<file path="src/logic/drive_safety_params.svh">
// Timing and configuration constants for the drive safety sequencer
`ifndef DRIVE_SAFETY_PARAMS_SVH
`define DRIVE_SAFETY_PARAMS_SVH

// Clock period in picoseconds (250 MHz)
`define CLK_PERIOD_PS          4000
// Monitoring cycle in microseconds (4 ms)
`define MONITOR_CYCLE_US       4000
// Monitoring cycle in clock cycles; scaled in steps that stay inside 32-bit arithmetic
`define MONITOR_CYCLE_CLKS     ((`MONITOR_CYCLE_US * 1000) / (`CLK_PERIOD_PS / 1000))
// Telegrams are evaluated every second monitoring cycle
`define TELEGRAM_DIVIDE        2
// Width of time settings, counted in monitoring cycles
`define TIME_W                 16
// Reset value of the shutdown speed threshold field
`define SHUTDOWN_SPEED_RST     16'h0010
// Reset values of the safety delay and of both brake times
`define DELAY_RST              16'h0000
`define BRAKE_TIME_RST         16'h0001

// Avalon register byte offsets
`define REG_CONFIG             8'h00
`define REG_DELAY              8'h04
`define REG_BRAKE_TIMES        8'h08
`define REG_COMMAND            8'h0c
`define REG_STATUS             8'h10
`define REG_SPEED              8'h14

// CONFIG fields
`define CFG_BRAKE_EN_BIT       0
`define CFG_BRAKE_FITTED_BIT   1
`define CFG_EXT_BRAKING_BIT    2
// COMMAND fields
`define CMD_TORQUE_OFF_BIT     0
`define CMD_TIMED_STOP_BIT     1
`define CMD_RUN_BIT            2
`define CMD_COAST_BIT          3
`define CMD_NSTOP_BIT          4
`define CMD_FSTOP_BIT          5
`define CMD_BRAKE_OPEN_BIT     6
`define CMD_FAULT_ACK_BIT      7

`endif

</file>
<file path="src/logic/drive_safety_pkg.sv">
// Types shared by the drive safety sequencer
package drive_safety_pkg;

  // Sequencer states, one-hot
  typedef enum logic [4:0] {
    ST_RUN       = 5'b00001,
    ST_TORQUE_OFF = 5'b00010,
    ST_TIMED_STOP = 5'b00100,
    ST_READY     = 5'b01000,
    ST_LOCKED    = 5'b10000
  } seq_state_e;

  // Control selections gathered per telegram scan
  typedef struct packed {
    logic torque_off_sel;
    logic timed_stop_sel;
    logic run;
    logic coast;
    logic brake_open_req;
  } select_s;

  // Status returned to the controller
  typedef struct packed {
    logic torque_off;
    logic timed_stop_active;
    logic ramp_active;
    logic brake_closed;
    logic brake_fault;
    logic motor_on;
  } status_s;

endpackage

</file>
<file path="src/logic/drive_safe_stop_brake_sequencer.sv">
// Safe torque removal, safe brake control and timed safe stop sequencer
`timescale 1ns/1ps
`include "drive_safety_params.svh"

module drive_safe_stop_brake_sequencer
  import drive_safety_pkg::*;
#(
  // Monitoring cycle length in clocks; a bench may shorten it to keep runs brief
  parameter int unsigned MON_CLKS = `MONITOR_CYCLE_CLKS
)
(
  input  wire logic        clk,
  input  wire logic        resetn,
  // Avalon-MM slave
  input  wire logic [7:0]  avs_address,
  input  wire logic        avs_read,
  input  wire logic        avs_write,
  input  wire logic [31:0] avs_writedata,
  input  wire logic [3:0]  avs_byteenable,
  output logic      [31:0] avs_readdata,
  output logic             avs_waitrequest,
  output logic      [1:0]  avs_response,
  // Fail-safe digital input, high selects the stop function
  input  wire logic        failsafe_digital_input,
  // Motor speed magnitude and brake feedback
  input  wire logic [15:0] motor_speed,
  input  wire logic        brake_feedback_ok,
  // Drive outputs
  output logic             pulse_enable,
  output logic             brake_energize,
  output logic             fast_stop_ramp,
  output logic             timed_stop_active
);

  // ==========================================================
  // Registers and timebase
  // ==========================================================
  logic [2:0]           config_bits;
  logic [`TIME_W-1:0]   safety_delay_time;
  logic [`TIME_W-1:0]   brake_closing_time;
  logic [`TIME_W-1:0]   brake_opening_time;
  logic [7:0]           command;
  logic [15:0]          shutdown_speed;
  logic [19:0]          tick_cnt;
  logic                 mon_tick;
  logic                 tel_phase;
  logic                 tel_tick;
  select_s              sel;
  logic                 fs_input_q;
  logic                 run_q;
  seq_state_e           state;
  logic [`TIME_W-1:0]   delay_cnt;
  logic                 brake_timer_closing;
  logic [`TIME_W-1:0]   brake_cnt;
  status_s              stat;
  logic                 brake_fault;
  logic                 fault_latched;
  logic                 ack_pulse;
  logic                 access;
  logic                 acked;

  // Byte-lane merge for write data
  function automatic logic [31:0] merge(input logic [31:0] old, input logic [31:0] nw,
                                        input logic [3:0] be);
    logic [31:0] r;
    r = old;
    for (int i = 0; i < 4; i++) begin
      if (be[i]) begin
        r[i*8 +: 8] = nw[i*8 +: 8];
      end
    end
    return r;
  endfunction

  // Monitoring tick; everything safety-related steps on it
  always_ff @(posedge clk or negedge resetn) begin
    if (!resetn) begin
      tick_cnt <= 20'h00000;
      mon_tick <= 1'b0;
    end else if (tick_cnt == 20'(MON_CLKS - 1)) begin
      tick_cnt <= 20'h00000;
      mon_tick <= 1'b1;
    end else begin
      tick_cnt <= tick_cnt + 20'h00001;
      mon_tick <= 1'b0;
    end
  end

  // Telegram scan every second monitoring cycle
  always_ff @(posedge clk or negedge resetn) begin
    if (!resetn) begin
      tel_phase <= 1'b0;
    end else if (mon_tick) begin
      tel_phase <= ~tel_phase;
    end
  end
  assign tel_tick = mon_tick & tel_phase;

  // ==========================================================
  // Avalon slave: one wait cycle, answer on the second edge
  // ==========================================================
  assign access = avs_read | avs_write;
  assign avs_waitrequest = access & ~acked;

  always_ff @(posedge clk or negedge resetn) begin
    if (!resetn) begin
      acked <= 1'b0;
    end else begin
      acked <= access & ~acked;
    end
  end

  // Register writes take effect on the accepting edge
  always_ff @(posedge clk or negedge resetn) begin
    if (!resetn) begin
      config_bits        <= 3'h0;
      safety_delay_time  <= `DELAY_RST;
      brake_closing_time <= `BRAKE_TIME_RST;
      brake_opening_time <= `BRAKE_TIME_RST;
      command            <= 8'h00;
      shutdown_speed     <= `SHUTDOWN_SPEED_RST;
      ack_pulse          <= 1'b0;
    end else begin
      ack_pulse <= 1'b0;
      if (avs_write && acked) begin
        unique case (avs_address)
          `REG_CONFIG:      config_bits <= 3'(merge({29'h0, config_bits}, avs_writedata,
                                                    avs_byteenable));
          `REG_DELAY:       safety_delay_time <= 16'(merge({16'h0, safety_delay_time},
                                                          avs_writedata, avs_byteenable));
          `REG_BRAKE_TIMES: begin
            // Both halves merge from one word so each lane lands in its own half
            brake_closing_time <= 16'(merge({brake_opening_time, brake_closing_time},
                                            avs_writedata, avs_byteenable));
            brake_opening_time <= 16'(merge({brake_opening_time, brake_closing_time},
                                            avs_writedata, avs_byteenable) >> 16);
          end
          `REG_COMMAND: begin
            command   <= 8'(merge({24'h0, command}, avs_writedata, avs_byteenable));
            ack_pulse <= avs_byteenable[0] & avs_writedata[`CMD_FAULT_ACK_BIT];
          end
          `REG_SPEED:       shutdown_speed <= 16'(merge({16'h0, shutdown_speed}, avs_writedata,
                                                       avs_byteenable));
          default: ;
        endcase
      end
    end
  end

  // Read data registered; unmapped reads answer zero with a slave error
  always_ff @(posedge clk or negedge resetn) begin
    if (!resetn) begin
      avs_readdata <= 32'h00000000;
      avs_response <= 2'h0;
    end else if (access && !acked) begin
      avs_response <= 2'h0;
      unique case (avs_address)
        `REG_CONFIG:      avs_readdata <= {29'h0, config_bits};
        `REG_DELAY:       avs_readdata <= {16'h0, safety_delay_time};
        `REG_BRAKE_TIMES: avs_readdata <= {brake_opening_time, brake_closing_time};
        `REG_COMMAND:     avs_readdata <= {24'h0, command};
        `REG_STATUS:      avs_readdata <= {25'h0, fault_latched, stat};
        `REG_SPEED:       avs_readdata <= {16'h0, shutdown_speed};
        default: begin
          avs_readdata <= 32'h00000000;
          avs_response <= 2'h2;
        end
      endcase
    end
  end

  // ==========================================================
  // Selection sampling
  // ==========================================================
  // Telegram bits sampled per scan, the input per monitoring cycle
  always_ff @(posedge clk or negedge resetn) begin
    if (!resetn) begin
      sel.torque_off_sel <= 1'b0;
      sel.timed_stop_sel <= 1'b0;
      sel.run            <= 1'b0;
      sel.coast          <= 1'b0;
      sel.brake_open_req <= 1'b0;
      fs_input_q         <= 1'b0;
      run_q              <= 1'b0;
    end else begin
      if (tel_tick) begin
        sel.torque_off_sel <= command[`CMD_TORQUE_OFF_BIT];
        sel.timed_stop_sel <= command[`CMD_TIMED_STOP_BIT];
        sel.run            <= command[`CMD_RUN_BIT];
        sel.coast          <= command[`CMD_COAST_BIT];
        sel.brake_open_req <= command[`CMD_BRAKE_OPEN_BIT];
      end
      if (mon_tick) begin
        fs_input_q <= failsafe_digital_input;
        run_q <= sel.run;
      end
    end
  end

  // Either source selects; a zero delay on the input means direct torque removal
  logic torque_off_req;
  logic timed_stop_req;
  logic run_rise;
  logic delay_zero;
  assign delay_zero     = (safety_delay_time == 16'h0000);
  assign torque_off_req = sel.torque_off_sel | (fs_input_q & delay_zero);
  assign timed_stop_req = sel.timed_stop_sel | (fs_input_q & ~delay_zero);
  assign run_rise = mon_tick & sel.run & ~run_q;

  // ==========================================================
  // Sequencer
  // ==========================================================
  always_ff @(posedge clk or negedge resetn) begin
    if (!resetn) begin
      state     <= ST_READY;
      delay_cnt <= 16'h0000;
    end else if (mon_tick) begin
      unique case (state)
        ST_RUN, ST_READY: begin
          if (torque_off_req) begin
            state <= ST_TORQUE_OFF;
          end else if (timed_stop_req) begin
            state     <= ST_TIMED_STOP;
            delay_cnt <= safety_delay_time;
          end else if (state == ST_READY && run_rise && !sel.coast) begin
            state <= ST_RUN;
          end else if (state == ST_RUN && sel.coast) begin
            state <= ST_READY;
          end
        end
        ST_TIMED_STOP: begin
          // Stop commands do not alter the sequence; early release ends it only once motor_speed is below shutdown_speed
          if (delay_cnt <= 16'h0001 ||
              (!timed_stop_req && motor_speed < shutdown_speed)) begin
            state <= ST_TORQUE_OFF;
          end else begin
            delay_cnt <= delay_cnt - 16'h0001;
          end
        end
        ST_TORQUE_OFF: begin
          // Release acts as an internal acknowledgment once the cause is gone
          if (!torque_off_req && !timed_stop_req && !brake_fault) begin
            state <= ST_LOCKED;
          end
        end
        ST_LOCKED: begin
          // Switching-on inhibit: only a fresh run edge restarts
          if (torque_off_req) begin
            state <= ST_TORQUE_OFF;
          end else if (timed_stop_req) begin
            state     <= ST_TIMED_STOP;
            delay_cnt <= safety_delay_time;
          end else if (run_rise && !sel.coast) begin
            state <= ST_RUN;
          end
        end
        default: state <= ST_TORQUE_OFF;
      endcase
    end
  end

  // Drive outputs; coast stop cuts pulses even inside the timed stop
  always_ff @(posedge clk or negedge resetn) begin
    if (!resetn) begin
      pulse_enable      <= 1'b0;
      fast_stop_ramp    <= 1'b0;
      timed_stop_active <= 1'b0;
    end else begin
      pulse_enable      <= (state == ST_RUN || state == ST_TIMED_STOP) && !sel.coast;
      fast_stop_ramp    <= (state == ST_TIMED_STOP) &&
                           !config_bits[`CFG_EXT_BRAKING_BIT];
      timed_stop_active <= (state == ST_TIMED_STOP);
    end
  end

  // ==========================================================
  // Brake control
  // ==========================================================
  logic brake_safety_on;
  assign brake_safety_on = config_bits[`CFG_BRAKE_EN_BIT] &
                           config_bits[`CFG_BRAKE_FITTED_BIT];
  // Safety close request follows torque removal in the same cycle
  logic brake_close_cmd;
  assign brake_close_cmd = (brake_safety_on && state == ST_TORQUE_OFF) ||
                           brake_fault ||
                           !(state == ST_RUN && sel.brake_open_req);

  // Path check: feedback must agree with the command; fault_latched stays until acknowledged, brake_fault clears in torque off once feedback is good
  always_ff @(posedge clk or negedge resetn) begin
    if (!resetn) begin
      brake_fault   <= 1'b0;
      fault_latched <= 1'b0;
    end else begin
      if (mon_tick && brake_safety_on && !brake_feedback_ok) begin
        brake_fault   <= 1'b1;
        fault_latched <= 1'b1;
      end else if (ack_pulse) begin
        fault_latched <= 1'b0;
      end
      if (mon_tick && brake_feedback_ok && state == ST_TORQUE_OFF &&
          !torque_off_req && !timed_stop_req) begin
        brake_fault <= 1'b0;
      end
    end
  end

  // Output drive and closing/opening time accounting
  always_ff @(posedge clk or negedge resetn) begin
    if (!resetn) begin
      brake_energize      <= 1'b0;
      brake_timer_closing <= 1'b1;
      brake_cnt           <= 16'h0000;
    end else begin
      brake_energize <= !brake_close_cmd;
      if (brake_close_cmd != brake_timer_closing) begin
        brake_timer_closing <= brake_close_cmd;
        brake_cnt <= brake_close_cmd ? brake_closing_time : brake_opening_time;
      end else if (mon_tick && brake_cnt != 16'h0000) begin
        brake_cnt <= brake_cnt - 16'h0001;
      end
    end
  end

  // Status word
  always_comb begin
    stat.torque_off        = !pulse_enable;
    stat.timed_stop_active = timed_stop_active;
    stat.ramp_active       = fast_stop_ramp;
    stat.brake_closed      = brake_timer_closing && brake_cnt == 16'h0000;
    stat.brake_fault       = brake_fault;
    stat.motor_on          = !brake_timer_closing && brake_cnt == 16'h0000 &&
                             pulse_enable;
  end

endmodule

</file>
<file path="config.mk">
export PLATFORM = sky130hd
export DESIGN_NAME = drive_safe_stop_brake_sequencer
export DESIGN_NICKNAME = d
export VERILOG_FILES = /design/src/logic/drive_safety_pkg.sv /design/src/logic/drive_safe_stop_brake_sequencer.sv
export VERILOG_INCLUDE_DIRS = /design/src /design/src/logic
export SDC_FILE = /design/constraint.sdc
export NUM_CORES = 1
export LEC_CHECK = 0
export BUFFER_PORTS_ARGS = -buffer_cell sky130_fd_sc_hd__buf_2
export CAP_MARGIN = 5
export CORE_MARGIN = 3
export CORE_UTILIZATION = 40
export CTS_CLUSTER_SIZE = 24
export DETAILED_ROUTE_END_ITERATION = 8
export GPL_TIMING_DRIVEN = 0
export RECOVER_POWER = 100
export SLEW_MARGIN = 10
export SYNTH_ARGS = -nofsm -noshare
export SYNTH_HDL_FRONTEND = slang
export SYNTH_SLANG_ARGS = --single-unit
</file>
<file path="constraint.sdc">
create_clock -name clk -period 2.8 [get_ports clk]
set_input_delay 0.28 -clock clk [delete_from_list [all_inputs] [get_ports clk]]
set_output_delay 0.28 -clock clk [all_outputs]
set_load 0.03 [all_outputs]
</file>
==> flow_metrics.py, run 1 <==
metrics = {
    "critical_path": {
        "r2r_end": "delay_cnt[7]",
        "cp-start-kind": "register",
        "required_ns": 3.15,
        "critPathKind": "reg -> reg",
        "arrival_ns": 3.00,
        "path_max_fanout": 10,
        "worstSetupEndpoint": "delay_cnt[7]",
        "crit_path_top_delay_cell": "dfrtp_1",
        "r2r-start": "shutdown_speed[13]",
        "crit_start": "shutdown_speed[13]",
        "r2r_setup_slack_ns": 0.15,
        "rr_worst_depth": 10,
        "crit_chain": "inv_1 -> ha_1 -> nand4_1 -> nor4_1 -> a311oi_1 -> and4_1 -> buf_2 -> or2_1 -> buf_4 -> o21ai_0",
        "critPathMaxStageDelay_ns": 0.41,
        "end_kind": "register",
    },
    "die": {
        "initial_core_util": 0.409,
        "fp.dieArea_um2": 25100,
        "core_area_um2": 22800,
        "die_h_um": 159,
        "chipWidth_um": 159,
        "boundaryPins": 105,
        "rows": 55,
    },
    "power_and_ir_drop": {
        "vdd_drop_max_mv": 0.335,
        "power_density_nw_per_um2": 508,
        "leakage_uw": 0.00501,
    },
    "clock_network": {
        "postCtsSetupBuffers": 0,
        "cts_htree_levels": 4,
        "clock_latency_ns": 0.44,
        "root_buffer": "clkbuf_16",
        "cts_tree": "done",
        "numCtsBuffers": 17,
        "cts.sinks": 183,
        "cts.clk_slew.worst_paths_ns": 0.08,
        "clockBufferDepth": 2,
    },
    "worst_hold_path": {
        "hold_path.class": "in -> reg",
    },
    "yosys": {
        "synth_top_area_share": 0.478,
        "synth-seq-cells": 183,
        "avgSynthCellArea_um2": 10.7,
        "synth-async-reset-ratio": 1.00,
        "synth_largest_area_cell": "dfrtp_1",
        "seq_area_frac_synth": 0.492,
        "synthesis.area_um2": 9310,
        "ys_top_cells_by_area": "dfrtp_1 48%, mux2_2 8.9%, nand2_1 3.1%",
        "ys_types": 81,
        "syn_nets": 955,
        "synth_edf_count": 0,
        "ys.flop_type": "dfrtp_1",
        "syn_inst": 869,
        "ys.warnings.count": 0,
    },
    "routing": {
        "dr.pass1.iters": 6,
        "vias": 7416,
        "drtAntennaViolNets": 0,
        "vias_per_cell": 5.64,
        "routedWlPerCell_um": 19.5,
        "drc": 0,
        "drt-total-wl_um": 25700,
        "drtIter0Drc": 705,
    },
    "final_layout": {
        "final_cell_mix": "178 x dfrtp_1, 78 x nand2_1, 74 x mux2_2",
        "finalNetCount": 1076,
        "diodes": 0,
        "drive_above_1_share": 0.205,
        "final_common_cell": "dfrtp_1",
        "area_growth_pct": 14.5,
    },
    "global_routing": {
        "grt_util_all_layers": 0.208,
        "busiest_layer": "met1",
        "met3_usage": 0.0310,
        "grt_pass1_vias": 7106,
        "antenna_found_initial": 0,
        "grt_use_met1": 0.310,
        "grt_max_degree": 107,
        "grt_pass1_wl_um": 40000,
        "grt-ovfl-total": 0,
        "grt.met2_usage": 0.308,
    },
    "sta": {
        "finalSetupViolations": 0,
        "fin_skew_ns": 0.0106,
        "fmax_mhz": 377,
        "post-route-period-util": 0.946,
        "setup_tns_ns": 0,
        "relSlewSlack": 0.00871,
        "post-route-min-period_ns": 2.65,
        "rsz0062_at_grt": "no",
        "slew_viol_final": 0,
        "holdWs_ns": 0.0702,
        "hold_viol": 0,
        "worst_pin_slew_ns": 1.49,
    },
    "place": {
        "portBuffers": 101,
        "dp_hpwl_um": 18900,
        "routabilityCongestion": 0.947,
    },
    "outcome": {
        "outcome": "finished clean",
    },
    "run": {
        "drv_cap": 0,
    },
}
cell usage after synthesis (all sizes together), types with 10 or more instances:
library cell  instances
a21oi                31
a222oi               12
a22oi                12
a31oi                11
and3                 14
buf                  29
clkbuf               21
dfrtp               178
ha                   20
inv                  29
mux2                 83
mux2i                10
nand2                78
nand3                30
nand4                17
nor2                 65
nor3                 21
nor4                 13
o21ai                39
o31ai                14
xor2                 13
worst min path at each step:
| stage | end | startpoint | cells after the start | slack [ns] |
|---|---|---|---|---|
| 6_report | fs_input_q | failsafe_digital_input | 3 | 0.07 |
| 5_1_grt | brake_opening_time[13] | avs_writedata[29] | 2 | 0.05 |
| 4_1_cts | brake_opening_time[13] | avs_writedata[29] | 2 | 0.06 |
| 3_5_place_dp | delay_cnt[14] | resetn | 2 | 0.37 |
| 3_3_place_gp | tick_cnt[0] | tick_cnt[0] | 1 | 0.45 |
| 2_1_floorplan | ack_pulse | resetn | 0 | -0.02 |
per-stage QoR:
| stage | area (um^2) | cells | total power, uW | setup WS, ns | util |
|---|---|---|---|---|---|
| global placement | 10200 | 1283 | 3010 | -1.65 | 0.448 |
| global route | 10700 | 1316 | 5610 | 0.0269 | 0.468 |
| CTS | 10900 | 1316 | 5480 | 0.141 | 0.478 |
| floorplan | 9310 | 869 | 2830 | 0.691 | - |
| finish | 10700 | 1316 | 5420 | 0.150 | 0.468 |
| detailed placement | 10300 | 1285 | 3020 | 0.166 | 0.451 |
what timing repair did:
| action | 4_1_cts | 5_1_grt |
|---|---|---|
| hold endpoints to repair | 100 | 0 |
| gates resized for setup | 1 | 0 |
| hold buffers | 1 | 0 |
| endpoints found under the setup margin | 1 | 0 |
registers in the layout (all words and copies together), names as in the netlist, 3 cells and up:
signal	flops
brake_closing_time	16
avs_readdata	32
command	8
brake_opening_time	16
brake_cnt	16
tick_cnt	20
delay_cnt	16
shutdown_speed	16
sel	5
state	5
config_bits	3
safety_delay_time	16
cell families (layout without fill, tap and decap cells):
kind of cell               Yosys count  after routing  share of synthesized area
and+or+nand+nor                    283            283                      0.158
AOI/OAI and AO/OA                  186            186                      0.144
DFF                                183            183                      0.492
muxes                               94             94                      0.117
buffers and inverters               80            214                     0.0410
xor gates and xnor gates            22             22                     0.0207
adders and majority gates           20             20                     0.0269
other                                1              1                   0.000403
layer usage:
metal,share of wire,wire (um),vias to the layer above
li1,-,-,3437
met1,0.48,12300,3708
met2,0.45,11600,231
met3,0.049,1260,40
met4,0.023,604,0
met5,0,0,-
power breakdown:
part           switching, uW  internal [uW]
logic                    182           83.5
registers               24.1           2660
clock network           1190           1280
worst max-delay path: cells and delay by family, from the launching register on:
family / cells / cell delay, ns
and+or+nand+nor: 4 / 1.13
buffers and inverters: 3 / 0.44
DFF: 1 / 0.41
adders and majority gates: 1 / 0.29
AOI/OAI and AO/OA: 2 / 0.30
layout make-up:
class                           count  area (um^2)
Timing Repair Buffer              104          492
Buffer                             48          218
Tap cell                          313          392
Clock inverter                     15          181
Inverter                           30          114
Sequential cell                   183         4590
Clock buffer                       17          425
Multi-Input combinational cell    606         4260
Fill cell                        2235        12100
Power figures use the tool's default switching activity.
==> inputs of run 2 (changes only) <==
--- a/config.mk
+++ b/config.mk
@@ -8,11 +8,14 @@
 export LEC_CHECK = 0
 export BUFFER_PORTS_ARGS = -buffer_cell sky130_fd_sc_hd__buf_2
 export CAP_MARGIN = 5
+export CELL_PAD_IN_SITES_DETAIL_PLACEMENT = 1
+export CELL_PAD_IN_SITES_GLOBAL_PLACEMENT = 2
 export CORE_MARGIN = 3
-export CORE_UTILIZATION = 40
+export CORE_UTILIZATION = 39
 export CTS_CLUSTER_SIZE = 24
 export DETAILED_ROUTE_END_ITERATION = 8
 export GPL_TIMING_DRIVEN = 0
+export PLACE_DENSITY_LB_ADDON = 0.1
 export RECOVER_POWER = 100
 export SLEW_MARGIN = 10
 export SYNTH_ARGS = -nofsm -noshare
==> flow_metrics.py, run 2 (synthesis gave the netlist of run 1 again) <==
metrics = {
    "critical_path": {
        "critPathKind": "in -> reg",
        "required_ns": 3.11,
        "arrival_ns": 2.87,
        "cpMostUsedCell": "clkbuf_1",
        "crit_chain": "buf_2 -> or4_1 -> nor2_1 -> and3_1 -> clkbuf_1 -> and2_1 -> clkbuf_1 -> mux2_2",
        "cp-start-kind": "input port",
        "crit_path_top_delay_cell": "or4_1",
        "path_max_fanout": 8,
        "end_kind": "register",
        "critPathMaxStageDelay_ns": 0.55,
    },
    "routing": {
        "drtIter0Drc": 398,
        "drt-total-wl_um": 28600,
        "vias_per_cell": 5.64,
        "vias": 7415,
        "routedWlPerCell_um": 21.8,
        "drc": 0,
        "drtAntennaViolNets": 0,
        "dr.pass1.iters": 6,
    },
    "power_and_ir_drop": {
        "leakage_uw": 0.00500,
        "pwr-share-clk": 0.450,
        "switching_share": 0.254,
        "pwr-share-seq": 0.500,
        "intPower_uw": 4010,
        "combinationalPowerShare": 0.051,
        "switchingPower_uw": 1360,
        "vdd_drop_max_mv": 0.241,
        "power_density_nw_per_um2": 505,
    },
    "sta": {
        "fmax_mhz": 390,
        "post-route-min-period_ns": 2.56,
        "post-route-period-util": 0.915,
        "relSlewSlack": 0.461,
        "slew_viol_final": 0,
        "worst_pin_slew_ns": 0.801,
        "hold_viol": 0,
        "rsz0062_at_grt": "no",
        "fin_skew_ns": 0.0167,
        "finalSetupViolations": 0,
        "setup_ws_ns": 0.237,
    },
    "clock_network": {
        "cts_tree": "done",
        "cts.clk_slew.worst_paths_ns": 0.07,
        "root_buffer": "clkbuf_16",
        "clock_latency_ns": 0.43,
        "cts_htree_levels": 4,
        "clockBufferDepth": 2,
        "numCtsBuffers": 17,
        "postCtsSetupBuffers": 0,
        "cts.sinks": 183,
    },
    "final_layout": {
        "top_regs": "avs_readdata (32), tick_cnt (20)",
        "top_register": "avs_readdata",
        "design_area_um2": 10600,
        "utilization": 0.461,
        "n_fill_cell": 2609,
        "diodes": 0,
        "drive_above_1_share": 0.204,
        "final_common_cell": "dfrtp_1",
        "finalNetCount": 1075,
        "largest_reg_flops": 32,
        "final_cell_mix": "178 x dfrtp_1, 78 x nand2_1, 74 x mux2_2",
        "area_growth_pct": 14.2,
    },
    "worst_hold_path": {
        "hold_path.class": "in -> reg",
    },
    "place": {
        "pre_cts_ws_ns": 0.201,
        "routabilityCongestion": 0.799,
        "placed_area_um2": 10200,
        "dp_hpwl_um": 21200,
        "portBuffers": 101,
    },
    "global_routing": {
        "grt_pass1_vias": 7849,
        "grt-ovfl-total": 0,
        "grt_pass1_wl_um": 45400,
        "grt_max_degree": 107,
        "grt_util_all_layers": 0.225,
        "antenna_found_initial": 0,
    },
    "die": {
        "boundaryPins": 105,
        "chipWidth_um": 161,
        "fp.dieArea_um2": 25800,
        "die_h_um": 161,
        "core_area_um2": 23100,
        "initial_core_util": 0.404,
        "rows": 55,
    },
    "outcome": {
        "outcome": "finished clean",
    },
    "run": {
        "drv_cap": 0,
    },
}
==> run 2: cell count changes in the layout (fill, tap and decap cells not counted), moves of 2 or more <==
cell        delta
inv_8          -2
clkinv_8       -3
clkbuf_1       +3
o21ai_0        +7
inv_6          +3
clkinvlp_4     -2
o21ai_1        -7
==> run 2: final timing paths <==
check | from | endpoint | slack (ns) | cells past startpoint
min in group asynchronous | resetn | command[0] | 0.42 | 2
hold / removal | avs_writedata[17] | brake_opening_time[1] | 0.08 | 2
setup / recovery | avs_address[1] | brake_closing_time[7] | 0.24 | 8
hold reg to reg | tick_cnt[0] | tick_cnt[0] | 0.45 | 1
setup reg to reg | state[4] | brake_cnt[14] | 0.26 | 10
max in group asynchronous | resetn | safety_delay_time[9] | 1.37 | 3
==> run 2: per-stage QoR <==
| step | std cells | hold WS [ns] | power [uW] | setup TNS (ns) |
|---|---|---|---|---|
| after floorplan | 869 | -0.0156 | 2830 | 0 |
| after CTS | 1315 | 0.0650 | 5440 | 0 |
| final | 1315 | 0.0816 | 5370 | 0 |
| after detailed placement | 1284 | 0.334 | 3020 | 0 |
| after global placement | 1283 | 0.443 | 3010 | -320.80 |
| after global routing | 1315 | 0.0642 | 5560 | 0 |
==> run 2: worst max-delay path: cells and delay by family <==
kind	cells	cell delay [ns]
and+or+nand+nor	4	1.29
muxes	1	0.40
buffers and inverters	3	0.90
==> run 2: cell type report <==
cell class / count / area (um^2) / share of cell area
sequential: 183 / 4590 / 0.431
multi-input combinational: 606 / 4260 / 0.400
clock inverter: 13 / 135 / 0.0127
buffer: 48 / 214 / 0.0201
inverter: 30 / 114 / 0.0107
clock buffer: 19 / 433 / 0.0407
timing repair buffer: 103 / 505 / 0.0475
tap: 313 / 392 / 0.0368
==> run 2: metal layers <==
metal,share of wire,up-vias,global-route usage
li1,-,3430,-
met1,0.49,3787,0.329
met2,0.46,173,0.351
met3,0.041,25,0.0361
met4,0.015,0,0.0505
met5,0,-,0
==> run 2: power groups by stage <==
stage,logic (uW),registers (uW),clock network (uW)
floorplan,112,2720,0
global placement,283,2730,0
detailed placement,293,2730,0
CTS,287,2680,2470
global route,308,2680,2560
finish,272,2680,2410
==> run 2: what timing repair did <==
item	in CTS	in global routing
hold buffers	1	0
setup endpoints to repair	1	0
gates resized for setup	1	0
endpoints found under the hold margin	73	0
==> inputs of run 3 (changes only) <==
--- a/config.mk
+++ b/config.mk
@@ -7,10 +7,9 @@
 export NUM_CORES = 1
 export LEC_CHECK = 0
 export BUFFER_PORTS_ARGS = -buffer_cell sky130_fd_sc_hd__buf_2
-export CAP_MARGIN = 5
 export CELL_PAD_IN_SITES_DETAIL_PLACEMENT = 1
 export CELL_PAD_IN_SITES_GLOBAL_PLACEMENT = 2
-export CORE_MARGIN = 3
+export CORE_MARGIN = 2
 export CORE_UTILIZATION = 39
 export CTS_CLUSTER_SIZE = 24
 export DETAILED_ROUTE_END_ITERATION = 8
==> flow_metrics.py, run 3 (synthesis gave the netlist of run 1 again) <==
metrics = {
    "place": {
        "pre_cts_ws_ns": 0.158,
        "routabilityCongestion": 0.802,
        "dp_cells": 1290,
        "portBuffers": 101,
        "placed_area_um2": 10300,
        "dp_hpwl_um": 21400,
    },
    "routing": {
        "drtIter0Drc": 480,
        "wl_met3_um": 771,
        "drc": 0,
        "top_layer": "met4",
        "drt-total-wl_um": 28900,
        "dr.pass1.iters": 4,
        "vias": 7414,
        "vias_per_cell": 5.61,
        "route.met2.wl_um": 13500,
        "met1Wirelength_um": 14300,
        "drtAntennaViolNets": 0,
        "routedWlPerCell_um": 21.9,
    },
    "final_layout": {
        "drive_above_1_share": 0.202,
        "final_cell_count_no_fill": 1321,
        "regArea_um2": 4590,
        "design_area_um2": 10600,
        "multi_input_area_um2": 4250,
        "final_common_cell": "dfrtp_1",
        "final_cell_mix": "178 x dfrtp_1, 78 x nand2_1, 74 x mux2_2",
        "top_register": "avs_readdata",
        "finalNetCount": 1075,
        "n_fill_cell": 2672,
        "area_growth_pct": 14.3,
        "diodes": 0,
        "largest_reg_flops": 32,
        "top_regs": "avs_readdata (32), tick_cnt (20)",
    },
    "global_routing": {
        "antenna_found_initial": 0,
        "grt_util_all_layers": 0.239,
        "grt_max_degree": 105,
        "grt_pass1_wl_um": 45000,
        "grt_pass1_vias": 7637,
        "grt-ovfl-total": 0,
    },
    "sta": {
        "hold_viol": 0,
        "finalSetupViolations": 0,
        "setup_ws_ns": 0.186,
        "worst_pin_slew_ns": 2.16,
        "slew_viol_final": 80,
        "post-route-period-util": 0.934,
        "setup_tns_ns": 0,
        "fmax_mhz": 383,
        "relSlewSlack": -0.443,
        "rsz0062_at_grt": "no",
        "fin_skew_ns": 0.0143,
        "post-route-min-period_ns": 2.61,
    },
    "clock_network": {
        "root_buffer": "clkbuf_16",
        "numCtsBuffers": 17,
        "cts_htree_levels": 4,
        "cts.sinks": 183,
        "clockBufferDepth": 2,
        "cts.clk_slew.worst_paths_ns": 0.07,
        "cts_tree": "done",
        "clock_latency_ns": 0.44,
    },
    "power_and_ir_drop": {
        "leakage_uw": 0.00499,
        "vdd_drop_max_mv": 0.263,
        "finalPower_uw": 5460,
        "power_density_nw_per_um2": 513,
    },
    "outcome": {
        "outcome": "finished, violations left",
        "failed_checks": "max-capacitance violations, max-slew violations",
    },
    "die": {
        "rows": 56,
        "die_h_um": 159,
        "boundaryPins": 105,
        "core_area_um2": 23500,
        "initial_core_util": 0.397,
        "chipWidth_um": 159,
        "fp.dieArea_um2": 25100,
    },
    "critical_path": {
        "path_max_fanout": 8,
        "critPathKind": "in -> reg",
        "end_kind": "register",
        "arrival_ns": 2.93,
        "cp-start-kind": "input port",
        "required_ns": 3.12,
    },
    "run": {
        "drv_cap": 1,
    },
    "worst_hold_path": {
        "hold_path.class": "in -> reg",
    },
}
-- run 3: cell count changes in the layout (fill, tap and decap cells not counted), moves of 2 or more --
cell,previous run,this run
mux2_1,7,5
clkbuf_1,68,70
o21ai_1,2,6
mux2_4,2,4
o21ai_0,36,32
-- run 3: timing repair --
action / in CTS / in global routing
buffers inserted: 0 / 0
hold buffers: 1 / 0
endpoints found under the setup margin: 1 / 0
hold endpoints to repair: 75 / 0
resized for setup: 1 / 0
-- run 3: final timing paths --
path / from / to / slack, ns / depth (start not counted)
max: avs_address[1] / brake_closing_time[10] / 0.19 / 8
min: failsafe_digital_input / fs_input_q / 0.08 / 3
max reg2reg: shutdown_speed[11] / delay_cnt[15] / 0.21 / 10
min reg2reg: tick_cnt[0] / tick_cnt[0] / 0.45 / 1
max in group asynchronous: resetn / tick_cnt[0] / 0.39 / 3
min in group asynchronous: resetn / sel[2] / 1.01 / 2
-- run 3: worst max-delay path: stages --
cell,delay (ns)
buf_2,0.09
or4_1,0.55
nor2_1,0.31
and3_1,0.22
clkbuf_1,0.39
and4_1,0.25
clkbuf_1,0.42
mux2_2,0.40
-- run 3: report_power, final --
group	internal [uW]	switching [uW]
Sequential	2660	24.2
Clock	1350	1160
Combinational	85.6	186
-- run 3: stage by stage --
step / hold WS, ns / util
6_report: 0.0785 / 0.453
4_1_cts: 0.0584 / 0.462
3_3_place_gp: 0.444 / 0.435
5_1_grt: 0.0650 / 0.453
2_1_floorplan: -0.0156 / -
3_5_place_dp: 0.325 / 0.437
-- run 3: final cells by class --
class	count	area share
buffer	48	0.0198
clock buffer	18	0.0403
clock inverter	14	0.0152
inverter	30	0.0107
multi-input combinational	606	0.399
sequential	183	0.431
tap	319	0.0375
timing repair buffer	103	0.0466
-- run 3: layer usage --
layer,vias to the layer above,track usage
met5,-,0
met4,0,0.0498
met3,16,0.0310
met2,124,0.380
met1,3839,0.352
li1,3435,-
